## src/serial1_pkg.sv

```systemverilog
// shared constants and types for the serial port 1 control block
// assumes an 8-bit register port and a shift engine on the same clock
package serial1_pkg;

    // register byte addresses
    localparam logic [7:0] CTRL_ADDR = 8'hF8;
    localparam logic [7:0] AUX_ADDR = 8'hF9;
    localparam logic [7:0] IRQ_STAT_ADDR = 8'hFA;
    localparam logic [7:0] IRQ_MASK_ADDR = 8'hFB;

    // values after reset
    localparam logic [7:0] CTRL_RESET = 8'h00;
    localparam logic AUX_FE_SEL_RESET = 1'b0;
    localparam logic [2:0] IRQ_MASK_RESET = 3'h0;
    localparam logic [7:0] RDATA_IDLE = 8'h00;

    // control register field positions
    localparam int CTRL_MODE_HI = 7;
    localparam int CTRL_MODE_LO = 6;
    localparam int CTRL_MPC = 5;
    localparam int CTRL_REN = 4;
    localparam int CTRL_TB8 = 3;
    localparam int CTRL_RB8 = 2;
    localparam int CTRL_TI = 1;
    localparam int CTRL_RI = 0;

    // auxiliary register field positions
    localparam int AUX_FE_SEL = 0;

    // interrupt status and mask field positions
    localparam int ST_RI = 0;
    localparam int ST_TI = 1;
    localparam int ST_FE = 2;
    localparam int ST_WIDTH = 3;

    typedef enum logic [1:0] {
        MODE0 = 2'b00,
        MODE1 = 2'b01,
        MODE2 = 2'b10,
        MODE3 = 2'b11
    } ser_mode_t;

    typedef struct packed {
        logic wr;
        logic rd;
        logic [7:0] addr;
        logic [7:0] wdata;
    } reg_req_t;

    // end of a received frame, reported by the shift engine
    typedef struct packed {
        logic valid;
        logic ninth;
        logic addr_match;
        logic frame_err;
    } rx_event_t;

    // steering for the shift engine
    typedef struct packed {
        ser_mode_t mode;
        logic rx_enable;
        logic rx_start_ok;
        logic mp_check;
        logic tx_ninth;
    } engine_ctrl_t;

endpackage

```

## src/serial1_control.sv

```systemverilog
// control and status register for serial port 1, with its interrupt
// assumes a shift engine on i_mclk that reports frame ends as one-cycle
// pulses, and a register master that never needs a wait state
`timescale 1ns/1ns

// Overview of operation
// RQ1: an 8-bit control register sits at F8 and resets to all zeros.
// RQ2: bit 7 reads as the high mode bit, or as the frame error flag when selected.
// RQ3: a framing error sets the frame error flag, which only software clears.
// RQ4: the multiprocessor check bit depends on mode and does nothing in mode 0.
// RQ5: in mode 1 with the check on, a frame needs stop bit 1 and an address match.
// RQ6: in modes 2 and 3 with the check on, a frame needs ninth bit 1 and a match.
// RQ7: receive enable low blocks reception; high enables it in modes 1 to 3.
// RQ8: in mode 0 a reception starts only with receive enabled and rx done clear.
// RQ9: in modes 2 and 3 the ninth transmit bit goes out as the ninth data bit.
// RQ10: the ninth receive bit takes the ninth bit, or the stop bit in mode 1.
// RQ11: the transmit done flag is set by hardware when a frame has gone out.
// RQ12: the receive done flag is set at frame end, subject to the address check.
// RQ13: the interrupt is raised while an enabled done flag is set.
// RQ14: software clears the done flags; hardware never clears them.
// RQ15: the select bit routes bit 7 accesses to the mode bit or the error flag.
// RQ16: the two mode bits, high first, decode modes 0 to 3.
module serial1_control
    import serial1_pkg::*;
(
    input wire logic i_mclk,
    input wire logic i_rst,
    input wire logic i_ce,
    input wire reg_req_t i_req,
    output logic [7:0] o_rdata,
    input wire logic i_tx_done,
    input wire rx_event_t i_rx,
    output engine_ctrl_t o_ctrl,
    output logic o_irq
);

    logic mode_hi_r;
    logic mode_lo_r;
    logic mpc_r;
    logic ren_r;
    logic tb8_r;
    logic rb8_r;
    logic ti_r;
    logic ri_r;
    logic fe_r;
    logic fe_sel_r;
    logic [ST_WIDTH-1:0] mask_r;
    logic [7:0] rdata_r;
    logic irq_r;
    engine_ctrl_t ctrl_out_r;

    logic mode_hi_nxt;
    logic mode_lo_nxt;
    logic mpc_nxt;
    logic ren_nxt;
    logic tb8_nxt;
    logic rb8_nxt;
    logic ti_nxt;
    logic ri_nxt;
    logic fe_nxt;
    logic fe_sel_nxt;
    logic [ST_WIDTH-1:0] mask_nxt;
    logic [ST_WIDTH-1:0] status_nxt;
    engine_ctrl_t ctrl_out_nxt;

    logic wr_ctrl;
    logic wr_aux;
    logic wr_stat;
    logic wr_mask;
    ser_mode_t mode;
    logic rx_live;
    logic rx_take;
    logic rx_load_ninth;
    logic fe_set;
    logic [7:0] ctrl_view;
    logic [7:0] read_mux;

    // modes that carry a ninth data bit on the line
    function automatic logic nine_bit_mode(input ser_mode_t m);
        return (m == MODE2) || (m == MODE3);
    endfunction

    // RQ16 mode decode
    function automatic ser_mode_t decode_mode(input logic hi, input logic lo);
        return ser_mode_t'({hi, lo});
    endfunction

    assign wr_ctrl = i_req.wr && (i_req.addr == CTRL_ADDR);
    assign wr_aux = i_req.wr && (i_req.addr == AUX_ADDR);
    assign wr_stat = i_req.wr && (i_req.addr == IRQ_STAT_ADDR);
    assign wr_mask = i_req.wr && (i_req.addr == IRQ_MASK_ADDR);
    assign mode = decode_mode(mode_hi_r, mode_lo_r);

    // RQ7 reception gated
    assign rx_live = i_rx.valid && ren_r;

    // RQ3 framing error
    assign fe_set = rx_live && i_rx.frame_err;

    // address check decides whether a finished frame counts
    always_comb begin
        rx_take = 1'b0;
        rx_load_ninth = 1'b0;
        case (mode)
            // RQ4 check bit ignored
            MODE0: begin
                rx_take = rx_live && !ri_r;
            end
            // RQ5 stop bit check
            MODE1: begin
                rx_take = rx_live && (!mpc_r || (i_rx.ninth && i_rx.addr_match));
                rx_load_ninth = rx_take;
            end
            // RQ6 ninth bit check
            MODE2, MODE3: begin
                rx_take = rx_live && (!mpc_r || (i_rx.ninth && i_rx.addr_match));
                rx_load_ninth = rx_take;
            end
            default: begin
                rx_take = 1'b0;
                rx_load_ninth = 1'b0;
            end
        endcase
    end

    // plain control fields
    always_comb begin
        mode_lo_nxt = mode_lo_r;
        mpc_nxt = mpc_r;
        ren_nxt = ren_r;
        tb8_nxt = tb8_r;
        if (wr_ctrl) begin
            mode_lo_nxt = i_req.wdata[CTRL_MODE_LO];
            mpc_nxt = i_req.wdata[CTRL_MPC];
            ren_nxt = i_req.wdata[CTRL_REN];
            tb8_nxt = i_req.wdata[CTRL_TB8];
        end
    end

    // RQ15 bit 7 routing
    always_comb begin
        mode_hi_nxt = mode_hi_r;
        if (wr_ctrl && !fe_sel_r) begin
            mode_hi_nxt = i_req.wdata[CTRL_MODE_HI];
        end
    end

    // RQ10 ninth receive bit
    always_comb begin
        rb8_nxt = rb8_r;
        if (wr_ctrl) begin
            rb8_nxt = i_req.wdata[CTRL_RB8];
        end
        if (rx_load_ninth) begin
            rb8_nxt = i_rx.ninth;
        end
    end

    // flags: a hardware set in the same cycle as a software clear wins
    always_comb begin
        ti_nxt = ti_r;
        ri_nxt = ri_r;
        fe_nxt = fe_r;
        if (wr_ctrl) begin
            ti_nxt = i_req.wdata[CTRL_TI];
            ri_nxt = i_req.wdata[CTRL_RI];
            if (fe_sel_r) begin
                fe_nxt = i_req.wdata[CTRL_MODE_HI];
            end
        end
        if (wr_stat) begin
            if (i_req.wdata[ST_TI]) begin
                ti_nxt = 1'b0;
            end
            if (i_req.wdata[ST_RI]) begin
                ri_nxt = 1'b0;
            end
            if (i_req.wdata[ST_FE]) begin
                fe_nxt = 1'b0;
            end
        end
        // RQ11 transmit done
        if (i_tx_done) begin
            ti_nxt = 1'b1;
        end
        // RQ12 receive done
        if (rx_take) begin
            ri_nxt = 1'b1;
        end
        // RQ3 error set
        if (fe_set) begin
            fe_nxt = 1'b1;
        end
    end

    assign fe_sel_nxt = wr_aux ? i_req.wdata[AUX_FE_SEL] : fe_sel_r;
    assign mask_nxt = wr_mask ? i_req.wdata[ST_WIDTH-1:0] : mask_r;
    assign status_nxt = {fe_nxt, ti_nxt, ri_nxt};

    // engine steering, registered from next values so it tracks the register
    always_comb begin
        ctrl_out_nxt.mode = decode_mode(mode_hi_nxt, mode_lo_nxt);
        ctrl_out_nxt.rx_enable = ren_nxt;
        ctrl_out_nxt.mp_check = mpc_nxt && (ctrl_out_nxt.mode != MODE0);
        // RQ8 mode 0 start gate
        ctrl_out_nxt.rx_start_ok = ren_nxt && ((ctrl_out_nxt.mode != MODE0) || !ri_nxt);
        // RQ9 ninth transmit bit
        ctrl_out_nxt.tx_ninth = tb8_nxt && nine_bit_mode(ctrl_out_nxt.mode);
    end

    // RQ2 bit 7 view
    assign ctrl_view = {fe_sel_r ? fe_r : mode_hi_r, mode_lo_r, mpc_r, ren_r,
                        tb8_r, rb8_r, ti_r, ri_r};

    always_comb begin
        case (i_req.addr)
            CTRL_ADDR: read_mux = ctrl_view;
            AUX_ADDR: read_mux = {7'h00, fe_sel_r};
            IRQ_STAT_ADDR: read_mux = {5'h00, fe_r, ti_r, ri_r};
            IRQ_MASK_ADDR: read_mux = {5'h00, mask_r};
            default: read_mux = RDATA_IDLE;
        endcase
    end

    // RQ1 control register storage
    always_ff @(posedge i_mclk or posedge i_rst) begin
        if (i_rst) begin
            mode_hi_r <= CTRL_RESET[CTRL_MODE_HI];
            mode_lo_r <= CTRL_RESET[CTRL_MODE_LO];
            mpc_r <= CTRL_RESET[CTRL_MPC];
            ren_r <= CTRL_RESET[CTRL_REN];
            tb8_r <= CTRL_RESET[CTRL_TB8];
            rb8_r <= CTRL_RESET[CTRL_RB8];
        end else if (i_ce) begin
            mode_hi_r <= mode_hi_nxt;
            mode_lo_r <= mode_lo_nxt;
            mpc_r <= mpc_nxt;
            ren_r <= ren_nxt;
            tb8_r <= tb8_nxt;
            rb8_r <= rb8_nxt;
        end
    end

    always_ff @(posedge i_mclk or posedge i_rst) begin
        if (i_rst) begin
            ti_r <= CTRL_RESET[CTRL_TI];
            ri_r <= CTRL_RESET[CTRL_RI];
            fe_r <= 1'b0;
        end else if (i_ce) begin
            ti_r <= ti_nxt;
            ri_r <= ri_nxt;
            fe_r <= fe_nxt;
        end
    end

    always_ff @(posedge i_mclk or posedge i_rst) begin
        if (i_rst) begin
            fe_sel_r <= AUX_FE_SEL_RESET;
            mask_r <= IRQ_MASK_RESET;
        end else if (i_ce) begin
            fe_sel_r <= fe_sel_nxt;
            mask_r <= mask_nxt;
        end
    end

    // read data holds only in the cycle after the strobe
    always_ff @(posedge i_mclk or posedge i_rst) begin
        if (i_rst) begin
            rdata_r <= RDATA_IDLE;
        end else if (i_ce) begin
            rdata_r <= i_req.rd ? read_mux : RDATA_IDLE;
        end
    end

    // RQ13 interrupt request
    always_ff @(posedge i_mclk or posedge i_rst) begin
        if (i_rst) begin
            irq_r <= 1'b0;
        end else if (i_ce) begin
            irq_r <= |(status_nxt & mask_nxt);
        end
    end

    always_ff @(posedge i_mclk or posedge i_rst) begin
        if (i_rst) begin
            ctrl_out_r <= '0;
        end else if (i_ce) begin
            ctrl_out_r <= ctrl_out_nxt;
        end
    end

    assign o_rdata = rdata_r;
    assign o_irq = irq_r;
    assign o_ctrl = ctrl_out_r;

    ctrl_read_a: assert property ( // RQ1
        @(posedge i_mclk) disable iff (i_rst)
        i_ce && i_req.rd && (i_req.addr == CTRL_ADDR) |=> o_rdata == $past(ctrl_view)
    ) else $error("control register read data wrong");

    bit7_view_a: assert property ( // RQ2
        @(posedge i_mclk) disable iff (i_rst)
        i_ce && i_req.rd && (i_req.addr == CTRL_ADDR) && fe_sel_r
        |=> o_rdata[CTRL_MODE_HI] == $past(fe_r)
    ) else $error("bit 7 does not show the frame error flag");

    fe_sticky_a: assert property ( // RQ3
        @(posedge i_mclk) disable iff (i_rst)
        i_ce && fe_set |=> fe_r
    ) else $error("frame error flag not set");

    mode0_take_a: assert property ( // RQ4
        @(posedge i_mclk) disable iff (i_rst)
        i_ce && (mode == MODE0) && rx_live && !ri_r |=> ri_r
    ) else $error("mode 0 frame lost");

    mp_reject_a: assert property ( // RQ5
        @(posedge i_mclk) disable iff (i_rst)
        i_ce && (mode != MODE0) && mpc_r && rx_live && !(i_rx.ninth && i_rx.addr_match)
        && !ri_r && !i_req.wr |=> !ri_r
    ) else $error("unaddressed frame accepted");

    rb8_load_a: assert property ( // RQ10
        @(posedge i_mclk) disable iff (i_rst)
        i_ce && (mode != MODE0) && rx_take |=> rb8_r == $past(i_rx.ninth)
    ) else $error("ninth receive bit not loaded");

    rx_disable_a: assert property ( // RQ7
        @(posedge i_mclk) disable iff (i_rst)
        i_ce && !ren_r && !ri_r && !i_req.wr |=> !ri_r
    ) else $error("reception while disabled");

    start_gate_a: assert property ( // RQ8
        @(posedge i_mclk) disable iff (i_rst)
        o_ctrl.rx_start_ok && (o_ctrl.mode == MODE0) |-> ren_r && !ri_r
    ) else $error("mode 0 start allowed with rx done set");

    tx_ninth_a: assert property ( // RQ9
        @(posedge i_mclk) disable iff (i_rst)
        o_ctrl.tx_ninth == (tb8_r && mode[1])
    ) else $error("ninth transmit bit wrong for mode");

    tx_done_a: assert property ( // RQ11
        @(posedge i_mclk) disable iff (i_rst)
        i_ce && i_tx_done |=> ti_r ##1 (ti_r || $past(i_req.wr))
    ) else $error("transmit done flag not set");

    irq_level_a: assert property ( // RQ13
        @(posedge i_mclk) disable iff (i_rst)
        o_irq == |({fe_r, ti_r, ri_r} & mask_r)
    ) else $error("interrupt does not follow enabled flags");

    sel_route_a: assert property ( // RQ15
        @(posedge i_mclk) disable iff (i_rst)
        i_ce && wr_ctrl && fe_sel_r |=> mode_hi_r == $past(mode_hi_r)
    ) else $error("mode bit written while error view selected");

    mode_decode_a: assert property ( // RQ16
        @(posedge i_mclk) disable iff (i_rst)
        o_ctrl.mode == ser_mode_t'({mode_hi_r, mode_lo_r})
    ) else $error("mode decode mismatch");

    rx_done_a: assert property ( // RQ12
        @(posedge i_mclk) disable iff (i_rst)
        i_ce && rx_take |=> ri_r
    ) else $error("receive done flag not set");

endmodule

```

## config.mk

```make
export PLATFORM = sky130hd
export DESIGN_NAME = serial1_control
export DESIGN_NICKNAME = d
export VERILOG_FILES = /design/src/serial1_pkg.sv /design/src/serial1_control.sv
export SDC_FILE = /design/constraint.sdc
export NUM_CORES = 1
export LEC_CHECK = 0
export ABC_AREA = 1
export BUFFER_PORTS_ARGS = -buffer_cell sky130_fd_sc_hd__buf_2
export CAP_MARGIN = 30
export CORE_MARGIN = 2
export CORE_UTILIZATION = 50
export CTS_CLUSTER_DIAMETER = 100
export CTS_CLUSTER_SIZE = 24
export DETAILED_ROUTE_END_ITERATION = 10
export PLACE_DENSITY = 0.77
export SKIP_CTS_REPAIR_TIMING = 1
export SLEW_MARGIN = 20
export SYNTH_ARGS = -nofsm -noshare
export SYNTH_HDL_FRONTEND = slang
export SYNTH_SLANG_ARGS = --single-unit
```

## constraint.sdc

```tcl
create_clock -name i_mclk -period 1.95 [get_ports i_mclk]
set_input_delay 0.0975 -clock i_mclk [delete_from_list [all_inputs] [get_ports i_mclk]]
set_output_delay 0.0975 -clock i_mclk [all_outputs]
set_load 0.02 [all_outputs]
```

==> summary.txt, run 1 <==
GRT
  • Total track usage: 0.2077
  • First-pass GRT wire length: 5402 um
  • GRT overflow: 0
  • Largest net degree at the start of global routing: 26
  • Vias in the first global route: 1,292
  • Initial antenna violation count: 0

STA
  • Worst Clk Skew: 21.19 ps
  • Fmax: 0.7523 GHz
  • Setup TNS: 0 ps
  • Final setup fails: 0
  • Worst-Margin Slew: 500.7 ps
  • Worst Slack Setup Final: 620.7 ps
  • Final hold viol count: 0
  • Worst rel slew slack: 0.6658
  • Final period util: 0.6817
  • Final Max Slew Viols: 0
  • Final min period: 1329 ps
  • RSZ-0062 raised after global routing: false

Floorplan
  • Die height: 57.48 um
  • Full die area: 0.003304 sq mm
  • Core region area: 0.002734 sq mm
  • Initial Util: 0.5231
  • Die W: 57.48 um
  • IO Pins: 41
  • Rows: 19

Setup path
  • Worst Setup Path Type: reg2reg
  • Critical Path Source: o_ctrl[4]
  • Critical R2R Launch: o_ctrl[4]
  • Crit. End Element: flip-flop
  • Maximum fanout along the worst path: 4
  • Worst Setup Start Kind: flip-flop
  • FF-to-FF setup slack: 620 ps
  • Required time of the worst setup path: 2170 ps
  • Reg-to-Reg End: o_irq
  • Crit path DAT: 1550 ps
  • R2R cell count: 10

Yosys
  • Post-synth cell types: 26
  • Compound-Gate Fraction of Synth Area: 0.1540
  • Syn nets: 219
  • #FFs+latches synth: 25
  • Warnings from Yosys: 0
  • Synth Cell Area: 0.001430 sq mm
  • Synth Area in Adders: 0
  • Mux contribution to synthesized area: 0.007874
  • Cells after synthesis: 193
  • Post-synth top flop: dfrtp_1
  • Avg Inst Size Synth: 7.410 sq um
  • Post-Synth Simple-Gate Area: 0.2870
  • Post-synthesis sequential area ratio: 0.4374
  • Synth Area in XOR/XNOR: 0
  • Post-synthesis async set-or-reset flop share: 1.000
  • Number of synthesized flops with an enable pin: 0
  • Largest family of logic cells by synthesized area: simple AND/OR/NAND/NOR gates

Final layout
  • Core Util, Final: 0.6101
  • Share of layout cells above drive strength 1: 0.2759
  • Number of flip-flops in the largest register: 8
  • P&R area growth vs syn: 16.62%
  • Total Nets Final: 259
  • Diode count: 0
  • Commonest non-fill, non-tap cell in the layout: nand2_1
  • Most frequent cells in the layout: 60 x nand2_1, 40 x buf_2, 25 x dfrtp_1, 24 x inv_1, 21 x o21ai_0

Routing
  • Residual DRC: 0
  • Post-route antenna net violation count: 0
  • Routed wire per std cell: 11.92 um
  • DRC marker count from the first detailed-route iteration: 62
  • Vias per cell: 5.042
  • Top Layer Used: met4
  • Drt total wl: 3135 um
  • Met3 WL post-DR: 123 um
  • 1st-pass router iterations: 4
  • Metal-1 WL: 1503 um
  • Vias post-DR: 1,326
  • Met2 WL post-DR: 1491 um

Hold path
  • Hold Path Class: in2reg
  • HP Start: i_req[0]
  • Hold depth: 3
  • Worst Hold End: fe_sel_r

Clock tree
  • H-tree depth: 1
  • Clock root buffer: clkbuf_4
  • Num CTS Buffers: 3
  • Clock buffer depth: 2
  • Clock insertion delay at the later pin of the skew report: 330 ps
  • CTS clock-pin slew for the worst setup and hold paths: 150 ps
  • # clock sinks: 25
  • CTS tree: built

Job
  • Max Cap Viol: 0

Pwr
  • Pwr dens: 701.3 mW/mm^2
  • Worst vdd ir: 0.0006912 V
  • Leakage power: 0.8995 nW
  • Power consumption: 0.001170 W

Place
  • Post-DP HPWL: 2455 um
  • Pre-CTS WS: 481.0 ps
  • Port bufs: 40
  • Gpl congestion: 0.8548

Run status
  • Outcome: finished, final reports clean
## layer usage
metal	track usage	up-vias
met5	0	-
met1	0.2805	595
li1	-	702
met4	0.02990	0
met3	0.04082	2
met2	0.3539	27
## stage by stage
step / hold slack (ps) / area, sq um / cells
2_1_floorplan: 124.8 / 1430 / 193
3_3_place_gp: 159.5 / 1628 / 258
3_5_place_dp: 164.4 / 1628 / 258
4_1_cts: -203.7 / 1658 / 262
5_1_grt: 40.40 / 1668 / 263
6_report: 33.04 / 1668 / 263
## cell type report
cell class / instances / area, sq um
fillers: 248 / 1066
multi-input cells: 132 / 641.9
flip-flops and latches: 25 / 625.6
repair buffers: 43 / 225.2
inverters: 28 / 106.4
well taps: 31 / 38.79
clock buffers: 3 / 22.52
clock inverters: 1 / 7.507
## synth_stat cells (4+ instances only)
cell type | n | area share
nand3_1 | 5 | 0.017
o21ai_0 | 21 | 0.073
dfrtp_1 | 25 | 0.44
nor2_1 | 7 | 0.018
buf_4 | 5 | 0.026
inv_1 | 24 | 0.063
a21oi_1 | 5 | 0.017
nand2_2 | 6 | 0.026
nand4_1 | 6 | 0.026
o22ai_1 | 4 | 0.017
nand2_1 | 60 | 0.16
## worst max-delay path, cell delays in order (launching register included)
cell and delay (ps):
dfrtp_1 400, inv_1 130, nand2_1 90, nand3_1 130, o31ai_1 90, inv_1 70, nand2_2 70, nand2_1 70
nand2_1 60, nand2_1 50, nand2_1 50
## worst max-delay path by stage
stage / end / slack (ps) / cells after the start
final: o_irq / 620 / 10
after global routing: o_irq / 490 / 10
after CTS: rb8_r / 640 / 6
after detailed placement: o_ctrl[2] / 480 / 10
after global placement: o_ctrl[2] / 570 / 10
after floorplan: rb8_r / 750 / 6
## cells by family after synthesis
kind of cell / count (synthesis)
compound gates: 39
flops: 25
buf+inv: 36
simple gates: 92
mux: 1
## power by group
group / switching [W] / internal (W)
Clock: 0.000157 / 0.0000784
Combinational: 0.000206 / 0.000110
Sequential: 0.0000350 / 0.000583
No activity file was read; power rests on OpenSTA's default activity.
==> run 2, diff against run 1 <==
--- a/config.mk
+++ b/config.mk
@@ -5,7 +5,7 @@
 export SDC_FILE = /design/constraint.sdc
 export NUM_CORES = 1
 export LEC_CHECK = 0
-export ABC_AREA = 1
+export ABC_AREA = 0
 export BUFFER_PORTS_ARGS = -buffer_cell sky130_fd_sc_hd__buf_2
 export CAP_MARGIN = 30
 export CORE_MARGIN = 2
==> constraint.sdc (replaced) <==
create_clock -name i_mclk -period 1.3 [get_ports i_mclk]
set_input_delay 0.065 -clock i_mclk [delete_from_list [all_inputs] [get_ports i_mclk]]
set_output_delay 0.065 -clock i_mclk [all_outputs]
set_load 0.02 [all_outputs]
==> summary.txt, run 2 <==
Run status
  • Outcome: finished, violations left
  • Failing checks: negative setup slack

Hold path
  • Hold Path Class: in2reg

Setup path
  • Required time of the worst setup path: 1530 ps
  • Reg-to-Reg End: o_ctrl[2]
  • Critical Path Source: fe_sel_r
  • Maximum fanout along the worst path: 4
  • Worst Setup Path Type: reg2reg
  • Critical R2R Launch: fe_sel_r
  • Setup crit end: o_ctrl[2]
  • Crit. End Element: flip-flop
  • R2R cell count: 4
  • FF-to-FF setup slack: -260 ps
  • Worst Setup Start Kind: flip-flop
  • Crit path DAT: 1790 ps

STA
  • Worst-Margin Slew: 441.4 ps
  • Final hold viol count: 0
  • Final Max Slew Viols: 0
  • Worst rel slew slack: 0.7035
  • Final period util: 1.199
  • Worst Clk Skew: 3.813 ps
  • Worst Slack Setup Final: -258.7 ps
  • Final min period: 1559 ps
  • Fmax: 0.6416 GHz
  • RSZ-0062 raised after global routing: true
  • Final setup fails: 4
  • Setup TNS: -832.5 ps

Yosys
  • Most instantiated library cell after synthesis: dfrtp_1
  • Synth Cell Area: 0.001426 sq mm
  • Warnings from Yosys: 0
  • Avg Inst Size Synth: 10.26 sq um
  • Synth top area cells: dfrtp_1 44%, mux2_2 10%, a22o_1 4.3%
  • Cells after synthesis: 139
  • Post-synthesis async set-or-reset flop share: 1.000
  • Share of the synthesized area in the top cell type: 0.4386
  • Synth top cells by count: 25 x dfrtp_1, 13 x mux2_2, 11 x o21ai_0
  • Largest area contributor in the netlist: dfrtp_1
  • Post-synth top flop: dfrtp_1
  • Post-synth cell types: 43
  • Number of synthesized flops with an enable pin: 0
  • Post-synthesis sequential area ratio: 0.4386
  • #FFs+latches synth: 25
  • Syn nets: 165

Place
  • Port bufs: 40
  • Gpl congestion: 0.8457
  • Post-DP HPWL: 2718 um
  • Pre-CTS WS: -310.0 ps
  • Placed cells: 229
  • Placed cell areas: 0.001832 sq mm

Floorplan
  • Initial Util: 0.5217
  • IO Pins: 41
  • Full die area: 0.003296 sq mm
  • Rows: 19
  • Die height: 57.41 um
  • Die W: 57.41 um
  • Core region area: 0.002734 sq mm

Routing
  • DRC marker count from the first detailed-route iteration: 70
  • Vias post-DR: 1,397
  • Drt total wl: 3984 um
  • Met2 WL post-DR: 1868 um
  • Met3 WL post-DR: 267 um
  • Top Layer Used: met4
  • Post-route antenna net violation count: 0
  • 1st-pass router iterations: 4
  • Metal-1 WL: 1726 um
  • Residual DRC: 0
  • Vias per cell: 5.773
  • Routed wire per std cell: 16.46 um

GRT
  • First-pass GRT wire length: 5699 um
  • Total track usage: 0.2247
  • GRT overflow: 0
  • Vias in the first global route: 1,258
  • Largest net degree at the start of global routing: 26
  • Initial antenna violation count: 0

Clock tree
  • Num CTS Buffers: 3
  • CTS clock-pin slew for the worst setup and hold paths: 140 ps
  • Clock buffer depth: 2
  • CTS tree: built
  • Clock root buffer: clkbuf_4
  • Clock insertion delay at the later pin of the skew report: 330 ps
  • H-tree depth: 1
  • # clock sinks: 25

Job
  • Max Cap Viol: 0

Final layout
  • Number of flip-flops in the largest register: 8
  • Fill cell count: 197
  • Commonest non-fill, non-tap cell in the layout: buf_2
  • Non-filler cells, final: 242
  • Cell area after layout: 0.001983 sq mm
  • Core Util, Final: 0.7254
  • Diode count: 0
  • Most frequent cells in the layout: 40 x buf_2, 31 x buf_4, 24 x dfrtp_1, 13 x mux2_2
  • P&R area growth vs syn: 39.03%
  • Share of layout cells above drive strength 1: 0.4976
  • Total Nets Final: 238

Pwr
  • Leakage power: 1.013 nW
  • Worst vdd ir: 0.0007434 V
  • Pwr dens: 751.1 mW/mm^2
run 2: cell types whose count changed after synthesis, moves of 6 or more:
| cell | delta |
|---|---|
| a22o_1 | +7 |
| inv_1 | -16 |
| mux2_2 | +12 |
| nand2_1 | -51 |
| nand2_2 | -6 |
| nand4_1 | -6 |
| o21ai_0 | -10 |
run 2: worst max-delay path, cell delays in order, from the launching register on:
cell and delay [ps]:
dfrtp_1 430, buf_4 150, or4b_1 520, o311a_1 140, o221a_1 220
run 2: worst min-delay path by stage:
stage	from	to	slack, ps	depth (start not counted)
after floorplan	i_rst	fe_r	90	1
after global placement	i_rst	o_rdata[5]	130	3
after detailed placement	i_rst	o_rdata[5]	140	3
after CTS	i_rst	o_rdata[5]	-240	3
after global routing	i_req[2]	mask_r[2]	30	2
final	i_req[2]	mask_r[2]	20	2
run 2: logic make-up after synthesis:
family / synth area share
flip-flops: 0.4386
buffers and inverters: 0.05526
AO/OA/AOI/OAI: 0.1790
AND/OR/NAND/NOR: 0.2035
multiplexers: 0.1237
run 2: routing by layer:
layer / vias up / global-route usage
met5: - / 0
met4: 0 / 0.1130
li1: 660 / -
met1: 662 / 0.3146
met3: 10 / 0.03175
met2: 65 / 0.3393
run 2: layout make-up:
class / count / area (sq um) / area share
clock inverters: 1 / 5.005 / 0.002524
flip-flops and latches: 25 / 626.9 / 0.3161
well taps: 31 / 38.79 / 0.01956
multi-input cells: 97 / 765.7 / 0.3861
inverters: 8 / 30.03 / 0.01514
clock buffers: 3 / 22.52 / 0.01136
repair buffers: 77 / 494.2 / 0.2492
run 2: report_power, final:
group	switching (W)	internal, W	leakage [nW]
Sequential	0.0000274	0.000805	0.333
Clock	0.000243	0.000116	0.0177
Combinational	0.000158	0.000140	0.662
Total	0.000428	0.00106	1.01
run 2: per-stage QoR:
stage	power [W]	hold WS (ps)
2_1_floorplan	0.0009694	92.32
4_1_cts	0.001459	-236.9
6_report	0.001490	18.58
5_1_grt	0.001540	30.47
3_5_place_dp	0.001101	138.5
3_3_place_gp	0.001093	125.8
